## src/core/dist_pkg.sv

```systemverilog
// Constants and carrier types for the harmonic distortion alarm monitor.
// Assumes a 50 MHz clock and a front end refreshing ratios every 5 ms.
// Notes on behaviour
// - Blocking sampled once at each processing cycle
// - Unblocked pick-up asserts start, starts delay timer
// - Blocked pick-up shows blocked, no timing, no alarm
// - Blocking during start clears start, shows blocked
// - Definite-time delays per group, 5 ms steps
// - Status reads normal, start, alarm or blocked
// - ON and OFF events for start, alarm, blocked
// - Events time-stamped; storage filter ON, OFF, both
// - Start, alarm, blocked counters, clearable by software
// - Twelve-entry history of ON occurrences with data
// - Release below 97 percent of threshold
// - Phase group picks on any phase; per-group enable
// - One setting selects amplitude or power ratio
// - Ratios cover harmonics to 31, 5 ms refresh
`default_nettype none

package dist_pkg;

    localparam int CLK_MHZ         = 50;
    localparam int PROC_CYCLE_US   = 5000;
    localparam int PROC_CYCLE_CLKS = PROC_CYCLE_US * CLK_MHZ;
    localparam int MS_US           = 1000;
    localparam int MS_CLKS         = MS_US * CLK_MHZ;
    localparam int RESET_PCT       = 97;
    localparam int FULL_PCT        = 100;
    localparam int HIST_DEPTH      = 12;
    localparam int CHANNELS        = 5;
    localparam int GROUPS          = 3;

    // Threshold in 0.01 %, delay in 5 ms steps
    localparam logic [13:0] THR_RST   = 14'h03E8;
    localparam logic [18:0] DELAY_RST = 19'h007D0;
    localparam logic [2:0]  EN_RST    = 3'h7;

    localparam logic [4:0] REG_CTRL   = 5'h00;
    localparam logic [4:0] REG_THR0   = 5'h01;
    localparam logic [4:0] REG_DLY0   = 5'h04;
    localparam logic [4:0] REG_STATUS = 5'h07;
    localparam logic [4:0] REG_CNT0   = 5'h08;
    localparam logic [4:0] REG_HSEL   = 5'h0B;
    localparam logic [4:0] REG_HTIME  = 5'h0C;
    localparam logic [4:0] REG_HINFO  = 5'h0D;
    localparam logic [4:0] REG_HL12   = 5'h0E;
    localparam logic [4:0] REG_HL3    = 5'h0F;
    localparam logic [4:0] REG_TIME   = 5'h10;

    localparam int CTRL_METHOD = 0;
    localparam int CTRL_FILT   = 1;
    localparam int CTRL_EN     = 3;
    localparam int CTRL_CLR    = 8;

    typedef enum logic [1:0] {
        FILT_BOTH = 2'h0,
        FILT_ON   = 2'h1,
        FILT_OFF  = 2'h2
    } filt_t;

    typedef enum logic [1:0] {
        ST_NORMAL  = 2'h0,
        ST_START   = 2'h1,
        ST_ALARM   = 2'h3,
        ST_BLOCKED = 2'h2
    } status_t;

    typedef struct packed {
        logic [15:0] amp;
        logic [15:0] pow;
    } ratio_pair_t;

    typedef struct packed {
        logic        valid;
        logic        store;
        logic        on;
        logic [3:0]  id;
        logic [31:0] stamp;
    } event_t;

    typedef struct packed {
        logic [31:0] stamp;
        logic [3:0]  id;
        logic [15:0] l1;
        logic [15:0] l2;
        logic [15:0] l3;
        logic [2:0]  group;
    } hist_t;

endpackage : dist_pkg

`default_nettype wire

```

## src/core/distortion_channel.sv

```systemverilog
// One supervised channel group: pick-up with hysteresis and definite-time alarm.
// Assumes go pulses once per processing cycle with blk and ratio already frozen.
`default_nettype none

module distortion_channel (
    // Clock and reset
    input  wire logic              clock,
    input  wire logic              rst,
    // Processing cycle inputs
    input  wire logic              go,
    input  wire logic              enable,
    input  wire logic              blk,
    input  wire logic [13:0]       thr,
    input  wire logic [15:0]       ratio,
    input  wire logic [18:0]       delay,
    // State
    output var  dist_pkg::status_t status
);
    import dist_pkg::*;

    typedef struct packed {
        status_t     st;
        logic        picked;
        logic [18:0] cnt;
    } chan_t;

    chan_t       s;
    chan_t       n;
    logic        pick_n;
    logic [23:0] r100;
    logic [23:0] t97;

    always_comb
    begin
        n = s;
        r100 = 24'(ratio) * 24'(FULL_PCT);
        t97 = 24'(thr) * 24'(RESET_PCT);
        pick_n = enable && (s.picked ? (r100 >= t97) : (ratio > 16'(thr)));
        if (go)
        begin
            n.picked = pick_n;
            case (s.st)
                ST_NORMAL:
                    if (pick_n)
                    begin
                        n.st = blk ? ST_BLOCKED : ST_START;
                        n.cnt = delay;
                    end
                ST_START:
                    if (!pick_n)
                        n.st = ST_NORMAL;
                    else if (blk)
                        n.st = ST_BLOCKED;
                    else if (s.cnt == 19'h0)
                        n.st = ST_ALARM;
                    else
                        n.cnt = s.cnt - 19'h1;
                ST_ALARM:
                    if (!pick_n)
                        n.st = ST_NORMAL;
                    else if (blk)
                        n.st = ST_BLOCKED;
                // Blocked holds until the pick-up itself goes away
                ST_BLOCKED:
                    if (!pick_n)
                        n.st = ST_NORMAL;
                default:
                    n.st = ST_NORMAL;
            endcase
        end
    end

    always_ff @(posedge clock or posedge rst)
    begin
        if (rst)
            s <= '0;
        else
            s <= n;
    end

    assign status = s.st;

endmodule : distortion_channel

`default_nettype wire

```

## src/core/harmonic_distortion_alarm_monitor.sv

```systemverilog
// Harmonic distortion alarm supervisor: three groups, events, counters, history.
// Assumes ratios come on this clock; block_in is asynchronous to it.
`default_nettype none

module harmonic_distortion_alarm_monitor #(
    parameter int CYCLE_CLKS = dist_pkg::PROC_CYCLE_CLKS,
    parameter int MS_CLKS    = dist_pkg::MS_CLKS
) (
    // Clock and reset
    input  wire logic                           clock,
    input  wire logic                           rst,
    // Measurement front end, same clock
    input  wire dist_pkg::ratio_pair_t [4:0]    ratios,
    input  wire logic [2:0]                     setting_group,
    // Blocking matrix pin
    input  wire logic                           block_in,
    // Register port
    input  wire logic [4:0]                     addr,
    input  wire logic [31:0]                    wdata,
    input  wire logic                           wr,
    input  wire logic                           rd,
    output var  logic [31:0]                    rdata,
    // Supervision outputs
    output var  logic [2:0]                     start_out,
    output var  logic [2:0]                     alarm_out,
    output var  logic                           blocked_out,
    output var  dist_pkg::status_t              status,
    output var  dist_pkg::event_t               event_out
);
    import dist_pkg::*;

    typedef struct packed {
        logic [1:0]                   blk_sync;
        logic                         blk;
        logic                         go;
        logic [31:0]                  div;
        logic [31:0]                  ms_div;
        logic [31:0]                  ms;
        logic                         method;
        filt_t                        filt;
        logic [2:0]                   en;
        logic [2:0][13:0]             thr;
        logic [2:0][18:0]             delay;
        logic [4:0][15:0]             ratio;
        logic [6:0]                   prev;
        logic [13:0]                  pend;
        event_t                       ev;
        logic [2:0][15:0]             cnt;
        logic [3:0]                   hsel;
        logic [3:0]                   hwr;
        logic [3:0]                   hcnt;
        hist_t [HIST_DEPTH-1:0]       hist;
        logic [31:0]                  rdata;
    } state_t;

    state_t            s;
    state_t            n;
    status_t [2:0]     ch_st;
    logic [2:0][15:0]  grp_ratio;
    logic [6:0]        src;
    logic [13:0]       fresh;
    logic [13:0]       taken;
    logic [3:0]        pick;
    logic [2:0]        ev_src;
    logic              ev_on;
    logic [1:0]        cls;
    logic              clr;
    logic [4:0]        hidx;
    hist_t             h;
    logic [31:0]       rv;

    // Phase group follows the worst phase
    always_comb
    begin
        grp_ratio[0] = s.ratio[0];
        if (s.ratio[1] > grp_ratio[0])
            grp_ratio[0] = s.ratio[1];
        if (s.ratio[2] > grp_ratio[0])
            grp_ratio[0] = s.ratio[2];
        grp_ratio[1] = s.ratio[3];
        grp_ratio[2] = s.ratio[4];
    end

    for (genvar g = 0; g < GROUPS; g++)
    begin : gen_group
        distortion_channel u_channel (
            .clock  (clock),
            .rst    (rst),
            .go     (s.go),
            .enable (s.en[g]),
            .blk    (s.blk),
            .thr    (s.thr[g]),
            .ratio  (grp_ratio[g]),
            .delay  (s.delay[g]),
            .status (ch_st[g])
        );
        assign start_out[g] = (ch_st[g] == ST_START);
        assign alarm_out[g] = (ch_st[g] == ST_ALARM);
    end

    assign blocked_out = (ch_st[0] == ST_BLOCKED) || (ch_st[1] == ST_BLOCKED)
                       || (ch_st[2] == ST_BLOCKED);

    // Worst state across groups wins
    always_comb
    begin
        if (blocked_out)
            status = ST_BLOCKED;
        else if (alarm_out != 3'h0)
            status = ST_ALARM;
        else if (start_out != 3'h0)
            status = ST_START;
        else
            status = ST_NORMAL;
    end

    assign src = {blocked_out, alarm_out, start_out};
    assign clr = wr && (addr == REG_CTRL) && wdata[CTRL_CLR];

    // Event encoding: id = 2 * source + off
    always_comb
    begin
        fresh = '0;
        for (int i = 0; i < 7; i++)
        begin
            if (src[i] != s.prev[i])
            begin
                fresh[2*i] = src[i];
                fresh[2*i+1] = !src[i];
            end
        end
        pick = 4'h0;
        for (int i = 13; i >= 0; i--)
        begin
            if (s.pend[i])
                pick = 4'(i);
        end
        taken = (s.pend != 14'h0) ? (14'h1 << pick) : 14'h0;
        ev_src = pick[3:1];
        ev_on = !pick[0];
        if (ev_src < 3'h3)
            cls = 2'h0;
        else if (ev_src < 3'h6)
            cls = 2'h1;
        else
            cls = 2'h2;
    end

    // Newest history entry is selection 0
    always_comb
    begin
        hidx = 5'(s.hwr) + 5'(HIST_DEPTH) - 5'h1 - 5'(s.hsel);
        if (hidx >= 5'(HIST_DEPTH))
            hidx = hidx - 5'(HIST_DEPTH);
        h = s.hist[hidx[3:0]];
    end

    always_comb
    begin
        rv = 32'h0;
        case (addr)
            REG_CTRL:
                rv = {26'h0, s.en, s.filt, s.method};
            REG_STATUS:
                rv = {23'h0, s.blk, ch_st[2], ch_st[1], ch_st[0], status};
            REG_HSEL:
                rv = {24'h0, s.hcnt, s.hsel};
            REG_HTIME:
                rv = h.stamp;
            REG_HINFO:
                rv = {25'h0, h.group, h.id};
            REG_HL12:
                rv = {h.l2, h.l1};
            REG_HL3:
                rv = {16'h0, h.l3};
            REG_TIME:
                rv = s.ms;
            default:
                for (int i = 0; i < GROUPS; i++)
                begin
                    if (addr == REG_THR0 + 5'(i))
                        rv = {18'h0, s.thr[i]};
                    if (addr == REG_DLY0 + 5'(i))
                        rv = {13'h0, s.delay[i]};
                    if (addr == REG_CNT0 + 5'(i))
                        rv = {16'h0, s.cnt[i]};
                end
        endcase
    end

    always_comb
    begin
        n = s;
        n.blk_sync = {s.blk_sync[0], block_in};
        n.rdata = rd ? rv : 32'h0;

        // Processing cycle: freeze block and ratios for the whole cycle
        n.go = 1'b0;
        n.div = s.div + 32'h1;
        if (s.div == 32'(CYCLE_CLKS - 1))
        begin
            n.div = 32'h0;
            n.go = 1'b1;
            // Late block may miss a delay ending this cycle
            n.blk = s.blk_sync[1];
            for (int i = 0; i < CHANNELS; i++)
            begin
                n.ratio[i] = s.method ? ratios[i].pow : ratios[i].amp;
            end
        end

        // Millisecond time base for stamps
        n.ms_div = s.ms_div + 32'h1;
        if (s.ms_div == 32'(MS_CLKS - 1))
        begin
            n.ms_div = 32'h0;
            n.ms = s.ms + 32'h1;
        end

        if (wr)
        begin
            case (addr)
                REG_CTRL:
                begin
                    n.method = wdata[CTRL_METHOD];
                    n.filt = filt_t'(wdata[CTRL_FILT +: 2]);
                    n.en = wdata[CTRL_EN +: 3];
                end
                REG_HSEL:
                    if (wdata[3:0] < 4'(HIST_DEPTH))
                        n.hsel = wdata[3:0];
                default:
                    for (int i = 0; i < GROUPS; i++)
                    begin
                        if (addr == REG_THR0 + 5'(i))
                            n.thr[i] = wdata[13:0];
                        if (addr == REG_DLY0 + 5'(i))
                            n.delay[i] = wdata[18:0];
                    end
            endcase
        end

        // One event per clock; a change seen now is never lost
        n.prev = src;
        n.pend = (s.pend & ~taken) | fresh;
        n.ev.valid = (s.pend != 14'h0);
        n.ev.id = pick;
        n.ev.on = ev_on;
        n.ev.stamp = s.ms;
        case (s.filt)
            FILT_ON:
                n.ev.store = ev_on;
            FILT_OFF:
                n.ev.store = !ev_on;
            default:
                n.ev.store = 1'b1;
        endcase

        // Counters: an occurrence beside a clear still counts
        for (int k = 0; k < GROUPS; k++)
        begin
            n.cnt[k] = clr ? 16'h0 : s.cnt[k];
            if ((s.pend != 14'h0) && ev_on && (cls == 2'(k)))
                n.cnt[k] = n.cnt[k] + 16'h1;
        end

        // History keeps ON occurrences only, oldest overwritten
        if ((s.pend != 14'h0) && ev_on)
        begin
            n.hist[s.hwr].stamp = s.ms;
            n.hist[s.hwr].id = pick;
            n.hist[s.hwr].l1 = s.ratio[0];
            n.hist[s.hwr].l2 = s.ratio[1];
            n.hist[s.hwr].l3 = s.ratio[2];
            n.hist[s.hwr].group = setting_group;
            if (s.hwr == 4'(HIST_DEPTH - 1))
                n.hwr = 4'h0;
            else
                n.hwr = s.hwr + 4'h1;
            if (s.hcnt != 4'(HIST_DEPTH))
                n.hcnt = s.hcnt + 4'h1;
        end
    end

    always_ff @(posedge clock or posedge rst)
    begin
        if (rst)
        begin
            s <= '0;
            s.en <= EN_RST;
            s.thr <= {GROUPS{THR_RST}};
            s.delay <= {GROUPS{DELAY_RST}};
        end
        else
        begin
            s <= n;
        end
    end

    assign rdata = s.rdata;
    assign event_out = s.ev;

endmodule : harmonic_distortion_alarm_monitor

`default_nettype wire

```

## config.mk

```make
export PLATFORM = sky130hd
export DESIGN_NAME = harmonic_distortion_alarm_monitor
export DESIGN_NICKNAME = d
export VERILOG_FILES = /design/src/core/dist_pkg.sv /design/src/core/distortion_channel.sv /design/src/core/harmonic_distortion_alarm_monitor.sv
export SDC_FILE = /design/constraint.sdc
export NUM_CORES = 2
export LEC_CHECK = 0
export ABC_AREA = 1
export BUFFER_PORTS_ARGS = -buffer_cell sky130_fd_sc_hd__buf_2
export CELL_PAD_IN_SITES_DETAIL_PLACEMENT = 1
export CELL_PAD_IN_SITES_GLOBAL_PLACEMENT = 2
export CORE_MARGIN = 1.5
export CORE_UTILIZATION = 39
export CTS_BUF_LIST = sky130_fd_sc_hd__clkbuf_2 sky130_fd_sc_hd__clkbuf_4 sky130_fd_sc_hd__clkbuf_8
export DETAILED_ROUTE_END_ITERATION = 8
export GPL_ROUTABILITY_DRIVEN = 0
export GPL_TIMING_DRIVEN = 0
export MAX_ROUTING_LAYER = met4
export PLACE_DENSITY_LB_ADDON = 0.15
export SYNTH_ARGS = -nofsm -noshare
export SYNTH_HDL_FRONTEND = slang
export SYNTH_HIERARCHICAL = 1
export SYNTH_SLANG_ARGS = --single-unit
```

## constraint.sdc

```tcl
create_clock -name clock -period 72.1 [get_ports clock]
set_input_delay 14.42 -clock clock [delete_from_list [all_inputs] [get_ports clock]]
set_output_delay 14.42 -clock clock [all_outputs]
set_load 0.02 [all_outputs]
```

# Word level (Yosys, flattened, before mapping)
# Index checks and enable logic that the tools add are counted.
# totals
romBits,0
mem_count,0
register_bits,1547
input_bits,205
output_inout_bits,80
elab_cells,384
ram_bits,0
latch_bits,0
# classes
mux,117
order_cmp,15
n_addsub,15
mul,6
div_mod_pow,0
n_reduce_logical,50
eq_ne,61
n_shift,1
n_bitwise,4
# ops
cell,count
$bwmux W1044,6
$demux W87 S4,6
$bmux W87 S4,1
$mux W32,9
$pmux W32 S8,1
$mux W19,13
$mux W16,13
$mux W87,2
$pmux W19 S2,3
$add A32 B1 Y32 const B,3
$ge A23 B21 Y1,3
$mux W4,16
$mux W64,1
$mul A14 B7 Y21 const B,3
$mul A16 B5 Y21 const B,3
$mux W2,31
$logic_not A19 Y1,3
$sub A19 B1 Y19 const B,3
$mux W55,1
$mux W51,1
$add A16 B1 Y16 const B,3
$gt A16 B14 Y1,3
$eq A5 B4 Y1 const B,8
$mux W35,1
other kinds (50),132

# Depth between registers and ports, before layout
# logic_depth
ltp_word,20
ltp_mapped,54
mapped_depth_nobuf,52

# Hierarchy
# The synthesis kept the hierarchy.
# by_module_without_submodules
module,instances,seq_area_each_um2,cells_per_inst,area_per_inst_um2
harmonic_distortion_alarm_monitor,1,37109.3,10080,77474.3
distortion_channel (gen_group[0].u_channel ...),2,550.5,729,5401.4
distortion_channel (gen_group[1].u_channel),1,550.5,738,5417.7

# Worst setup path before layout
# Ideal clock, no wire load.
# synth_timing
kind,input port to flip-flop
from,input port addr[2]
to,register s[1112] in the netlist's numbering
cell_stages,15
arrival_ns,16.265
n_path_buf,2
required_ns,72.034
path_slack_ns,55.769
setup_ns,0.066
path_cell_list,nor2_2 -> nand2_1 -> nor2_4 -> nand3_2 -> buf_4 -> buf_2 -> nand2_1 -> inv_1 -> ha_1 -> nand4_1 -> inv_2 -> nand2_1 -> xor2_1 -> nand4_1 -> nand2_1
# synth_lines
element,line,text
"start, declared",harmonic_distortion_alarm_monitor.sv:18,"input wire logic [4:0] addr,"
"end signal, assigned",harmonic_distortion_alarm_monitor.sv:296,s <= n;
"end, declared",harmonic_distortion_alarm_monitor.sv:56,state_t s;

# Worst setup path in the final report
# layout_timing
from,"register gen_group[0].u_channel.s, in the netlist gen_group[0].u_channel/status[1]"
to,output port status[0]
# layout_via
elab_chain_cells,5
word_cells_on_any_way,10
cone_classes,3 x eq/ne; 3 x mux; 4 x reduce/logical
# layout_lines
element,line,text
"start, declared",distortion_channel.sv:27,chan_t s;
"start signal, assigned",distortion_channel.sv:78,s <= n;
$eq A2 B1 Y1,harmonic_distortion_alarm_monitor.sv:97,assign start_out[g] = (ch_st[g] == ST_START);
$reduce_bool A3 Y1,harmonic_distortion_alarm_monitor.sv:111,else if (start_out != 3'h0)
$mux W1,harmonic_distortion_alarm_monitor.sv:111,
$mux W2,harmonic_distortion_alarm_monitor.sv:109,else if (alarm_out != 3'h0)
$mux W2 (*),harmonic_distortion_alarm_monitor.sv:107,if (blocked_out)
"end, declared",harmonic_distortion_alarm_monitor.sv:27,"output var dist_pkg::status_t status,"
# Mark *: on every way between the ends. The rest lies on a longest branch, timed or not.

==> summary.txt <==
Startpoint of the worst hold path: n[1161]
Dpl hpwl: 394000 µm
Post-detailed-route wirelength per cell: 31.3 µm
Initial drt markers: 11000
Buf/Inv on CP: 4
Layout-stage area growth over the synthesis result: 13.2%
Instance count along the most critical hold path: 0
Net Sw Frac: 37.5%
Library cells used by synthesis: 70
CTS H-tree depth: 5
Crit Path Class: reg2out
CTS tree: built
Number of clock sinks seen by CTS: 1547
Internal portion of total power: 1.60 mW
Net count after synthesis: 13000
Number of antenna violations at the first check in global routing: 49
Final Power: 2.57 mW
Die X-Extent: 493 µm
Max VDD drop: 0.0000181 V
Root buffer cell: clkbuf_8
Largest fanout on the critical path: 4
Result of the run: finished, violations left
Boundary Pins: 285
Count of TritonRoute iterations in the first routing pass: 7
Worst path required time: 57680 ps
Reported max-cap violation count: 21
Count of state elements after synthesis: 1547
Switching power of the nets: 0.964 mW
Failing checks: max-capacitance violations, max-slew violations
Summed area of non-filler cells in the final layout: 106000 µm²
Biggest cell delay along the critical path: 620 ps
Post-synthesis instance total: 12300
Global-route wire length before repair: 721000 µm
FF-to-FF Start: s[1211]
Clock network fraction of design power: 38.0%
Buffer levels on the longest clock path: 4
Slowest cell on the critical path: nor2_1
Worst hold path class: reg2reg
Critical path launch point type: flop
Leading register cell type out of synthesis: dfrtp_1
Cell count after placement: 15700
DR vias/cell: 6.04
Sequential group share of total power: 35.7%
Syn Std Cell Area: 93700 µm²
Setup Fix Bufs, Post-CTS: 0
Final critical-path required period: 18150 ps
Post-cts hold buffer count: 0
Average instance area after synthesis: 7.63 µm²
Final cell count without fillers: 16300
Count of flip-flops with a built-in enable after synthesis: 0
Maximum number of pins on one net before global-route repair: 124
Net count reported at finish: 13600
Destination of the worst register-to-register timing path: gen_group[0].u_channel/status[1]
Part of the power in combinational logic: 26.3%
Sequential-to-total area share from yosys stat: 41.4%
Skew-Pair Late Insertion Delay: 1150 ps
Register-to-register setup slack: 62210 ps
Residual DRC: 0
Crit path capture type: output pin
Inserted Clock Buffers: 310
Row count: 179
Power density relative to cell area: 24.2 nW/µm²
Tightest Pin Transition: 1700 ps
Clock slew at the register clock pins of the worst setup and hold paths: 70 ps
Leakage power of the design: 54.8 nW
Wire length after detailed routing: 510000 µm
Synthesis warning total: 6
Remaining antenna violation count: 0
Global routing usage summed across all routing layers: 42.5%
Port Buf Inserts: 270
Post-cts sizing count: 0
Leftover overflow at the end of global routing: 0
Worst max-slew margin expressed relative to the limit: -13.5%
Final cell utilization of the core: 44.5%
Unrepaired setup endpoints after global routing: false
Portion of the clock cycle consumed by the worst path in the final layout: 25.2%
Kind of cell adding the most delay to the critical path: buffers and inverters
Starting Density: 39.3%
Endpoint of the worst hold-timing path: event_out[25]
Core Region: 238000 µm²
Hold Fails Final Rpt: 0
Total via count in the routed design: 98600
Async S/R FF share, synth: 100%
Vias in the first global route: 99300
Proportion of layout cells with a drive suffix above 1: 11.5%
Fin. max-slew vios: 200
Die Span Y: 493 µm
CP cell instances: buf_4 -> inv_1 -> nor2_1 -> nor3_1 -> inv_1 -> nor2_1 -> buf_2
Final-layout worst hold slack: 347 ps
Arrival time at the worst endpoint: 3730 ps
FILL cells: 29700
Die area: 243000 µm²
Cell count of the worst reg-to-reg path: 50
Count of final setup violators: 0
Fmax: 0.0551 GHz
Post-Route Skew: 113 ps
Worst path depth: 7
Total placed instance area: 99600 µm²
cells in the final DEF (no fill, tap or decap), types with 153 or more instances in the layout:
cell / Yosys / routed
a21oi_1: 327 / 327
buf_2: 304 / 574
buf_4: 153 / 153
clkbuf_1: 443 / 439
clkbuf_8: 0 / 374
dfrtp_1: 1508 / 1508
ha_1: 504 / 504
inv_1: 742 / 741
nand2_1: 4245 / 4245
nand3_1: 511 / 511
nand4_1: 1161 / 1161
nor2_1: 766 / 759
o21ai_0: 489 / 489
xor2_1: 153 / 153
cell families after synthesis:
| family | share of synthesized area (%) |
|---|---|
| xor+xnor | 1.91 |
| simple gates | 32.9 |
| flops | 41.4 |
| compound gates | 7.72 |
| fa+ha+maj | 7.84 |
| buf+inv | 8.31 |
how the worst max path moves through the flow:
stage                                           startpoint           end  slack (ps)
after CTS                 gen_group[0].u_channel/status[1]     status[0]       54050
after floorplan                                        rst  event_out[0]       15970
after detailed placement                               rst        s[109]       53880
after global routing      gen_group[0].u_channel/status[1]     status[0]       53900
after global placement                                 rst        s[287]       -3850
final                     gen_group[0].u_channel/status[1]     status[0]       53950
area by class of cell:
type	instances	area [µm²]	share of cell area [%]
clock inverters	33	363	0.342
well taps	3167	3960	3.74
multi-input cells	8965	47200	44.5
flip-flops and latches	1547	38800	36.5
plain buffers	1000	4920	4.64
clock buffers	482	5960	5.62
inverters	764	2880	2.71
repair buffers	293	1910	1.80
diodes	56	140	0.132
power groups by stage:
| stage | sequential (mW) | clock [mW] | combinational [mW] |
|---|---|---|---|
| after floorplan | 0.912 | 0 | 0.360 |
| after global routing | 0.915 | 1.01 | 0.705 |
| after CTS | 0.915 | 0.976 | 0.642 |
| final | 0.916 | 0.976 | 0.675 |
| after global placement | 0.933 | 0 | 0.623 |
| after detailed placement | 0.930 | 0 | 0.639 |
synth_stat cells, drive strengths merged, types with 51 or more instances:
cell type	count	area share [%]
o21ai	497	2.7
xnor2	51	0.48
fa	52	1.1
inv	764	3.1
ha	504	6.7
dfrtp	1508	40
buf	556	3.5
o22ai	79	0.53
xor2	153	1.4
nor2	783	3.2
nand3	559	3.3
nand4	1164	7.8
a21oi	332	1.8
a31oi	103	0.69
a32o	76	0.81
nand2	4270	17
nor3	101	0.57
clkbuf	444	1.8
stage by stage:
| stage | TNS (ps) | setup WS (ps) |
|---|---|---|
| after CTS | 0 | 54050 |
| final | 0 | 53950 |
| after global routing | 0 | 53900 |
| after detailed placement | 0 | 53880 |
| after global placement | -4896710 | -3850 |
| after floorplan | 0 | 15970 |
state kept, by name (all words and copies together), names as in the netlist:
register / flops
gen_group.u_channel/status: 6
s: 1345
n: 33
gen_group.u_channel/s: 60
grp_ratio: 32
event_out: 39
rdata: 32
metal layers:
metal / wire length (µm) / track usage [%] / part of all wire, % / vias to the layer above
met2: 218000 / 61.6 / 43 / 5475
met5: 0 / - / 0 / -
met4: 47500 / 32.9 / 9.3 / 0
li1: - / - / - / 42100
met1: 194000 / 50.0 / 38 / 49100
met3: 50900 / 11.4 / 10 / 1811
Power figures use the tool's default switching activity.
